--- src/inc/timer_channel_defs.vh ---
// Offsets, field positions, reset values and codes for the 16-bit timer channel.
`ifndef TIMER_CHANNEL_DEFS_VH
`define TIMER_CHANNEL_DEFS_VH

// ---------------------------------------------------------------
// Register byte offsets
// ---------------------------------------------------------------
`define OFS_MODULE_CONFIG 6'h00
`define OFS_CHANNEL_MODE 6'h04
`define OFS_CONTROL 6'h0c
`define OFS_INT_MASK 6'h18
`define OFS_RAW_INT_STATUS 6'h1c
`define OFS_MASKED_INT_STATUS 6'h20
`define OFS_INT_CLEAR 6'h24
`define OFS_INTERVAL_LOAD 6'h28
`define OFS_MATCH 6'h30
`define OFS_PRESCALE 6'h38
`define OFS_TIMER_VALUE 6'h48

// ---------------------------------------------------------------
// Field positions
// ---------------------------------------------------------------
`define MODE_TMR_LO 0
`define MODE_CAPTURE_BIT 2
`define MODE_ALT_BIT 3
`define CTL_RUN_BIT 0
`define CTL_STALL_BIT 1
`define CTL_EVENT_LO 2
`define CTL_TRIG_BIT 5
`define CTL_PWML_BIT 6
`define INT_TIMEOUT_BIT 0
`define INT_MATCH_BIT 1
`define INT_CAPTURE_BIT 2

// ---------------------------------------------------------------
// Codes and reset values
// ---------------------------------------------------------------
`define CFG_SPLIT 3'h4
`define TMR_ONE_SHOT 2'h1
`define TMR_PERIODIC 2'h2
`define TMR_CAPTURE 2'h3
`define EVT_RISING 2'h0
`define EVT_FALLING 2'h1
`define EVT_BOTH 2'h3
`define RST_LOAD 16'hffff
`define RST_PRESCALE 8'h00
`define COUNT_ZERO 16'h0000

`endif

--- src/core/pin_edge_detect.v ---
// Two-stage pin synchroniser with selectable edge detection.
`include "timer_channel_defs.vh"

module pin_edge_detect (
   input wire core_clk,
   input wire rstSync,
   input wire pinIn,
   input wire [1:0] eventSelect,
   output reg edgeSeen
);

   reg syncA;
   reg syncB;
   reg syncPrev;

   // ---------------------------------------------------------------
   // Synchroniser and edge decode
   // ---------------------------------------------------------------
   // Only syncB feeds the detector, so metastability on syncA never reaches logic.
   always @(posedge core_clk or negedge rstSync) begin
      if (!rstSync) begin
         syncA <= 1'b0;
         syncB <= 1'b0;
         syncPrev <= 1'b0;
         edgeSeen <= 1'b0;
      end else begin
         syncA <= pinIn;
         syncB <= syncA;
         syncPrev <= syncB;
         case (eventSelect)
            `EVT_RISING: edgeSeen <= syncB & ~syncPrev;
            `EVT_FALLING: edgeSeen <= ~syncB & syncPrev;
            `EVT_BOTH: edgeSeen <= syncB ^ syncPrev;
            default: edgeSeen <= 1'b0;
         endcase
      end
   end

endmodule // pin_edge_detect

--- src/core/timer_channel.v ---
// One 16-bit timer channel with Avalon-MM registers, edge modes and PWM.
// Contract
// Module config value 0x4 selects split mode with independent 16-bit timers.
// One-shot and periodic modes count down 16 bits with optional 8-bit prescaler.
// Timer mode field chooses one-shot versus periodic behaviour.
// Software writes 0x1 for one-shot and 0x2 for periodic.
// Setting run enable starts counting down from the preloaded value.
// Cycle after zero, counter reloads from load value, prescaler from prescale.
// One-shot stops and clears run enable at time-out; periodic continues.
// Time-out sets sticky raw flag; mask gates masked flag and interrupt.
// Writing 1 to the clear register clears raw and masked status.
// Time-out pulses the converter trigger only with trigger enable set.
// Writing the load value while running loads it on the next cycle.
// With stall set, counting freezes while the debugger halts the processor.
// Pin must hold each new level two clocks; input up to quarter clock.
// Prescaler is bypassed in edge count, edge time and PWM modes.
// Capture bit 0 with capture mode counts edges chosen by event select.
// Software sets load minus match to the number of edges to count.
// Each edge decrements by one; equality with match sets match flags.
// After match, reload counter, clear run enable, ignore later edges.
// Edge time mode free-runs down from load value, 0xFFFF after reset.
// Each selected edge copies count to value register and sets capture flag.
// Counter keeps running after capture, reloads at zero; capture holds.
// PWM needs alternate select 1, capture bit 0, timer mode 0x2.
// PWM counts to zero, reloads next cycle, repeats, raises no status.
// PWM asserts at load value, deasserts at match; level bit inverts.
// Pin input passes two synchroniser stages before edge detection.
// Event select 00 rising, 01 falling, 11 both edges.
`include "timer_channel_defs.vh"

module timer_channel (
   input wire core_clk,
   input wire resetn,
   input wire [5:0] address,
   input wire read,
   input wire write,
   input wire [31:0] writedata,
   input wire [3:0] byteenable,
   output reg [31:0] readdata,
   output reg waitrequest,
   input wire debugHalt,
   input wire pinIn,
   output reg pinOut,
   output reg pinOutEnable,
   output reg timerInterrupt,
   output reg adcTrigger
);

   // ---------------------------------------------------------------
   // Reset release
   // ---------------------------------------------------------------
   reg rstMeta;
   reg rstSync;

   // Asynchronous assert, synchronous release through two flops.
   always @(posedge core_clk or negedge resetn) begin
      if (!resetn) begin
         rstMeta <= 1'b0;
         rstSync <= 1'b0;
      end else begin
         rstMeta <= 1'b1;
         rstSync <= rstMeta;
      end
   end

   // ---------------------------------------------------------------
   // Registers and state
   // ---------------------------------------------------------------
   reg [2:0] moduleConfig;
   reg [1:0] timerMode;
   reg captureMode;
   reg altModeSelect;
   reg runEnable;
   reg stallEnable;
   reg [1:0] eventSelect;
   reg triggerEnable;
   reg pwmLevel;
   reg [2:0] intMask;
   reg [2:0] rawStatus;
   reg [15:0] intervalLoad;
   reg [15:0] matchValue;
   reg [7:0] prescaleValue;
   reg [15:0] counter;
   reg [7:0] prescaleCount;
   reg [15:0] capturedValue;
   reg loadPending;
   reg runPrev;
   reg pwmRaw;

   wire edgeSeen;

   // Combine a 32-bit word into a register under its byte lanes.
   function [31:0] merge_bytes;
      input [31:0] oldValue;
      input [31:0] newValue;
      input [3:0] lanes;
      integer i;
      begin
         merge_bytes = oldValue;
         for (i = 0; i < 4; i = i + 1) begin
            if (lanes[i]) begin
               merge_bytes[i*8 +: 8] = newValue[i*8 +: 8];
            end
         end
      end
   endfunction

   // Mode decoding used by both the counter and the status paths.
   wire splitMode = (moduleConfig == `CFG_SPLIT);
   wire modeEdgeCount = splitMode & ~altModeSelect & ~captureMode
                        & (timerMode == `TMR_CAPTURE);
   wire modeEdgeTime = splitMode & ~altModeSelect & captureMode
                       & (timerMode == `TMR_CAPTURE);
   wire modePwm = splitMode & altModeSelect & ~captureMode
                  & (timerMode == `TMR_PERIODIC);
   wire modeTimer = splitMode & ~altModeSelect
                    & ((timerMode == `TMR_ONE_SHOT) | (timerMode == `TMR_PERIODIC));
   wire frozen = stallEnable & debugHalt;
   // The first run cycle only loads the counter, so a stale count raises no event.
   wire active = runEnable & runPrev & ~frozen;
   wire atZero = (counter == `COUNT_ZERO);
   wire prescaleDone = (prescaleCount == 8'h00) | ~modeTimer;
   wire timeoutEvent = active & modeTimer & atZero & prescaleDone;
   wire matchEvent = active & modeEdgeCount & edgeSeen & (counter - 16'h0001 == matchValue);
   wire captureEvent = active & modeEdgeTime & edgeSeen;
   wire busWrite = write & ~waitrequest;
   wire ctlWrite = busWrite & (address == `OFS_CONTROL);
   wire [31:0] ctlWord = merge_bytes({25'h0, pwmLevel, triggerEnable, 1'b0, eventSelect,
                                      stallEnable, runEnable}, writedata, byteenable);
   wire [31:0] loadWord = merge_bytes({16'h0, intervalLoad}, writedata, byteenable);
   wire [31:0] matchWord = merge_bytes({16'h0, matchValue}, writedata, byteenable);
   wire [2:0] clearBits = (busWrite & (address == `OFS_INT_CLEAR))
                          ? writedata[2:0] & {3{byteenable[0]}} : 3'h0;

   // ---------------------------------------------------------------
   // Edge detector
   // ---------------------------------------------------------------
   pin_edge_detect edgeDetect (
      .core_clk(core_clk),
      .rstSync(rstSync),
      .pinIn(pinIn),
      .eventSelect(eventSelect),
      .edgeSeen(edgeSeen)
   );

   // ---------------------------------------------------------------
   // Avalon-MM slave
   // ---------------------------------------------------------------
   // Each access waits one cycle so read data comes from a register.
   always @(posedge core_clk or negedge rstSync) begin
      if (!rstSync) begin
         waitrequest <= 1'b1;
         readdata <= 32'h00000000;
      end else begin
         waitrequest <= ~((read | write) & waitrequest);
         if (read & waitrequest) begin
            case (address)
               `OFS_MODULE_CONFIG: readdata <= {29'h0, moduleConfig};
               `OFS_CHANNEL_MODE: readdata <= {28'h0, altModeSelect, captureMode, timerMode};
               `OFS_CONTROL: readdata <= {25'h0, pwmLevel, triggerEnable, 1'b0, eventSelect,
                                          stallEnable, runEnable};
               `OFS_INT_MASK: readdata <= {29'h0, intMask};
               `OFS_RAW_INT_STATUS: readdata <= {29'h0, rawStatus};
               `OFS_MASKED_INT_STATUS: readdata <= {29'h0, rawStatus & intMask};
               `OFS_INTERVAL_LOAD: readdata <= {16'h0, intervalLoad};
               `OFS_MATCH: readdata <= {16'h0, matchValue};
               `OFS_PRESCALE: readdata <= {24'h0, prescaleValue};
               `OFS_TIMER_VALUE: readdata <= {16'h0, modeEdgeTime ? capturedValue : counter};
               default: readdata <= 32'h00000000;
            endcase
         end
      end
   end

   // ---------------------------------------------------------------
   // Configuration registers
   // ---------------------------------------------------------------
   // Hardware clears of run enable win over a simultaneous software write.
   always @(posedge core_clk or negedge rstSync) begin
      if (!rstSync) begin
         moduleConfig <= 3'h0;
         timerMode <= 2'h0;
         captureMode <= 1'b0;
         altModeSelect <= 1'b0;
         runEnable <= 1'b0;
         stallEnable <= 1'b0;
         eventSelect <= `EVT_RISING;
         triggerEnable <= 1'b0;
         pwmLevel <= 1'b0;
         intMask <= 3'h0;
         intervalLoad <= `RST_LOAD;
         matchValue <= 16'hffff;
         prescaleValue <= `RST_PRESCALE;
         loadPending <= 1'b0;
      end else begin
         loadPending <= 1'b0;
         if (busWrite & byteenable[0]) begin
            case (address)
               `OFS_MODULE_CONFIG: moduleConfig <= writedata[2:0];
               `OFS_CHANNEL_MODE: begin
                  timerMode <= writedata[`MODE_TMR_LO +: 2];
                  captureMode <= writedata[`MODE_CAPTURE_BIT];
                  altModeSelect <= writedata[`MODE_ALT_BIT];
               end
               `OFS_INT_MASK: intMask <= writedata[2:0];
               `OFS_PRESCALE: prescaleValue <= writedata[7:0];
               default: begin
               end
            endcase
         end
         if (busWrite & (address == `OFS_INTERVAL_LOAD)) begin
            intervalLoad <= loadWord[15:0];
            loadPending <= runEnable;
         end
         if (busWrite & (address == `OFS_MATCH)) begin
            matchValue <= matchWord[15:0];
         end
         if (ctlWrite) begin
            runEnable <= ctlWord[`CTL_RUN_BIT];
            stallEnable <= ctlWord[`CTL_STALL_BIT];
            eventSelect <= ctlWord[`CTL_EVENT_LO +: 2];
            triggerEnable <= ctlWord[`CTL_TRIG_BIT];
            pwmLevel <= ctlWord[`CTL_PWML_BIT];
         end
         if ((timeoutEvent & (timerMode == `TMR_ONE_SHOT)) | matchEvent) begin
            runEnable <= 1'b0;
         end
      end
   end

   // ---------------------------------------------------------------
   // Counter, prescaler and capture
   // ---------------------------------------------------------------
   // Reload happens the cycle after zero so software sees the zero state once.
   always @(posedge core_clk or negedge rstSync) begin
      if (!rstSync) begin
         counter <= `RST_LOAD;
         prescaleCount <= `RST_PRESCALE;
         capturedValue <= `RST_LOAD;
         runPrev <= 1'b0;
      end else begin
         runPrev <= runEnable;
         if (loadPending) begin
            counter <= intervalLoad;
         end else if (runEnable & ~runPrev) begin
            counter <= intervalLoad;
            prescaleCount <= prescaleValue;
         end else if (matchEvent) begin
            counter <= intervalLoad;
         end else if (active & modeEdgeCount & edgeSeen) begin
            counter <= counter - 16'h0001;
         end else if (active & (modeTimer | modeEdgeTime | modePwm)) begin
            if (atZero & prescaleDone) begin
               counter <= intervalLoad;
               prescaleCount <= modeTimer ? prescaleValue : 8'h00;
            end else if (!prescaleDone) begin
               prescaleCount <= prescaleCount - 8'h01;
            end else begin
               counter <= counter - 16'h0001;
               prescaleCount <= modeTimer ? prescaleValue : 8'h00;
            end
         end
         if (captureEvent) begin
            capturedValue <= counter;
         end
      end
   end

   // ---------------------------------------------------------------
   // Status flags and outputs
   // ---------------------------------------------------------------
   // A set in the same cycle as a clear wins, so no event is lost.
   always @(posedge core_clk or negedge rstSync) begin
      if (!rstSync) begin
         rawStatus <= 3'h0;
         timerInterrupt <= 1'b0;
         adcTrigger <= 1'b0;
         pwmRaw <= 1'b0;
         pinOut <= 1'b0;
         pinOutEnable <= 1'b0;
      end else begin
         rawStatus[`INT_TIMEOUT_BIT] <= timeoutEvent |
            (rawStatus[`INT_TIMEOUT_BIT] & ~clearBits[`INT_TIMEOUT_BIT]);
         rawStatus[`INT_MATCH_BIT] <= matchEvent |
            (rawStatus[`INT_MATCH_BIT] & ~clearBits[`INT_MATCH_BIT]);
         rawStatus[`INT_CAPTURE_BIT] <= captureEvent |
            (rawStatus[`INT_CAPTURE_BIT] & ~clearBits[`INT_CAPTURE_BIT]);
         timerInterrupt <= |(rawStatus & intMask);
         adcTrigger <= timeoutEvent & triggerEnable;
         if (modePwm & runEnable) begin
            if (counter == intervalLoad) begin
               pwmRaw <= 1'b1;
            end else if (counter == matchValue) begin
               pwmRaw <= 1'b0;
            end
         end else begin
            pwmRaw <= 1'b0;
         end
         // The pin stays low outside PWM even with the level bit set.
         pinOut <= modePwm & (pwmRaw ^ pwmLevel);
         pinOutEnable <= modePwm;
      end
   end

endmodule // timer_channel

--- config.mk ---
export PLATFORM = sky130hd
export DESIGN_NAME = timer_channel
export DESIGN_NICKNAME = d
export VERILOG_FILES = /design/src/core/pin_edge_detect.v /design/src/core/timer_channel.v
export VERILOG_INCLUDE_DIRS = /design/src /design/src/inc
export SDC_FILE = /design/constraint.sdc
export NUM_CORES = 1
export LEC_CHECK = 0
export CAP_MARGIN = 20
export CORE_AREA = 2 2 133 135
export DETAILED_ROUTE_END_ITERATION = 7
export DIE_AREA = 0 0 135 137
export DONT_BUFFER_PORTS = 1
export HOLD_SLACK_MARGIN = 0.15
export MAX_ROUTING_LAYER = met4
export SYNTH_ARGS = -nofsm -noshare
export SYNTH_HDL_FRONTEND = slang
export SYNTH_SLANG_ARGS = --single-unit
--- constraint.sdc ---
create_clock -name core_clk -period 5.05 [get_ports core_clk]
set_clock_uncertainty 0.2 [all_clocks]
set_input_delay 0.505 -clock core_clk [delete_from_list [all_inputs] [get_ports core_clk]]
set_output_delay 0.505 -clock core_clk [all_outputs]
set_load 0.005 [all_outputs]
==> reports/results.tsv <==
metric	value	unit
IO buf count	0	
WL per Instance	21.1	um
Clock power frac	46.1	%
clk slew on worst S/H paths	0.06	ns
fin crit share	78.1	%
post-DP HPWL	14.4	mm
CP Launch Type	flip-flop	
Worst-Skew Late Latency	0.42	ns
Crit path max-delay family	simple AND/OR/NAND/NOR gates	
root buffer cell	clkbuf_16	
Core Footprint	0.0171	mm^2
layout cell share with drive strength beyond 1	29.5	%
Num CTS Buffers	17	
Worst-Margin Slew	1.09	ns
ys async rst share	100	%
RSZ-0062 raised after global routing	false	
sw frac	26.4	%
Post-synth EDFFs	0	
Die X	135	um
leak pwr	3.39	nW
gr usage total	23.6	%
Pint	0.00207	W
Syn Area/Cell	10.3	um^2
first-pass GRT wire length	32.5	mm
Period minus WS final	3.95	ns
top area cells in the synthesized netlist	dfstp_2, dfrtp_1, mux2_2, nand2_1, xnor2_1	
Die Y-Extent	137	um
share of Yosys cell area claimed by the top area cell type	22.8	%
PnR worst setup slack	1.10	ns
Psw	0.000743	W
worst path buffer plus inverter count	1	
DRC viols	0	
row cnt	48	
Final setup viols	0	
critical-path cell list	inv_1 -> ha_1 -> nor3b_4 -> nand2_2 -> or4b_1 -> a311oi_1 -> nand4_2 -> a32oi_1 -> o211ai_1	
DP Area	0.00760	mm^2
Critical Path RT	5.16	ns
final hold viol count	0	
status	completed	
area leader, netlist	dfstp_2	
Post-Syn Instances	726	
DR vias/cell	6.06	
design area	0.00846	mm^2
final max-slew violation count	0	
sequential-to-total area share from yosys stat	44.1	%
initial core utilization	44.0	%
Max IR drop VDD	0.000236	V
Yosys warning count	0	
Layout area overhead	12.8	%
Min-Delay Path Class	flip-flop to flip-flop	
initial antenna violation count	0	
crit-path max FO	26	
Iteration-0 DRC Markers	506	
critical path endpoint category	flip-flop	
number of synthesized register bits	129	
routability cong.	0.932	
Ports	85	
via count	5861	
Netlist Area Pre-Place	0.00750	mm^2
crit path DAT	4.06	ns
Max Clk Rate	253	MHz
maximum root-to-sink buffer count	2	
largest net degree at the start of global routing	68	
most common cell in the netlist	mux2_2	
main flop type after synthesis	dfstp_2	
ratio of total power to cell area	332	mW/mm^2
maxcap violations	0	
Yosys cell types	75	
Antenna diodes	0	
H-tree Lvls	4	
post-CTS sizing	0	
Max stage delay on crit path	0.69	ns
die area	0.0185	mm^2
vias in the first global route	5754	
critical path class	flip-flop to flip-flop	
ANT nets after route	0	
drt first pass iters	5	
clk sink count	129	
TritonCTS clock tree	built	
Flop pwr share	42.4	%
nets	784	
combinational power share	11.4	%
critical path's slowest cell	nand4_2	
total wire length	20.4	mm
synth cell count leaders	mux2_2, nand2_1, dfstp_2	
relative slew slack	27.0	%
total gr overflow	0	
Setup Slack @ Placement	1.17	ns
total negative slack	0	ns
-- through the flow --
stage / total power (W) / util (%) / hold slack, ns / instances
floorplan: 0.00144 / - / 0.00941 / 741
global route: 0.00292 / 49.6 / 0.156 / 967
finish: 0.00281 / 49.6 / 0.153 / 967
detailed placement: 0.00150 / 44.6 / 0.00947 / 912
global placement: 0.00149 / 44.6 / 0.00947 / 912
CTS: 0.00282 / 49.5 / 0.156 / 966
-- repair_timing --
action / in CTS / in global routing
endpoints found under the hold margin: 75 / 0
hold buffers: 22 / 0
buffers inserted: 0 / 0
-- layer usage --
layer	wire, um	track usage, %	up-vias
li1	-	-	2627
met4	487	8.04	0
met5	0	-	-
met3	1370	5.89	42
met2	9320	34.4	233
met1	9220	32.3	2959
-- power groups by stage --
stage	registers, W	logic (W)	clock network [W]
after global routing	0.00120	0.000356	0.00137
after CTS	0.00119	0.000317	0.00132
final	0.00119	0.000321	0.00130
after detailed placement	0.00121	0.000292	0
after global placement	0.00120	0.000287	0
after floorplan	0.00116	0.000277	0
-- cells in the final DEF, fill, tap and decap left out, types with 10 or more instances in the layout --
cell           synthesis  final
nand4_1               10     10
nor2_1                29     29
conb_1                 2     17
o21ai_0               29     29
dfrtp_1               64     63
nor3_1                20     19
xor2_1                13     13
nand3_1               24     24
nor4_1                11     11
a21oi_1               18     18
a222oi_1              10     10
mux2_2                89     89
dfstp_2               65     65
inv_1                 18     18
nand2_1               74     74
xnor2_1               27     27
dlygate4sd3_1          0     22
buf_4                 18     11
clkbuf_16              0     17
-- layout make-up --
type,count,area [um^2]
clock buffer,22,474
clock inverter,10,149
fill,1562,8600
inverter,18,67.6
multi-input combinational,529,3860
sequential,129,3310
tap,225,282
timing repair buffer,34,314
-- path summary, 6_finish.rpt --
| check | from | endpoint | slack (ns) | depth (start not counted) |
|---|---|---|---|---|
| setup / recovery | counter[0] | counter[3] | 1.10 | 9 |
| hold / removal | edgeDetect.syncA | edgeDetect.syncB | 0.15 | 0 |
| setup reg to reg | counter[0] | counter[3] | 1.10 | 9 |
| hold reg to reg | edgeDetect.syncA | edgeDetect.syncB | 0.15 | 0 |
| max in group asynchronous | rstSync | readdata[7] | 3.49 | 1 |
| min in group asynchronous | rstSync | capturedValue[4] | 0.19 | 0 |
-- sequential cells by signal, summed over array words and instances, names as in the netlist, 8 cells and up --
signal / flops
capturedValue: 16
counter: 16
intervalLoad: 16
matchValue: 16
readdata: 16
prescaleCount: 8
prescaleValue: 8
-- cell families (layout without fill, tap and decap cells) --
kind of cell    after synthesis  after routing  share of synthesized area (%)
xor+xnor                     40             40                           4.67
mux                          95             95                           14.2
other cells                   2             17                          0.100
fa+ha+maj                     7              7                           1.17
simple gates                233            233                           16.6
buf+inv                      83             84                           5.50
compound gates              137            137                           13.7
flops                       129            129                           44.1
-- worst reg2reg max path, cell delays in order (launching register included) --
cell and delay, ns:
dfstp_2 0.42, inv_1 0.09, ha_1 0.36, nor3b_4 0.36
nand2_2 0.19, or4b_1 0.54, a311oi_1 0.40, nand4_2 0.69
a32oi_1 0.47, o211ai_1 0.12
Power figures use the tool's default switching activity.
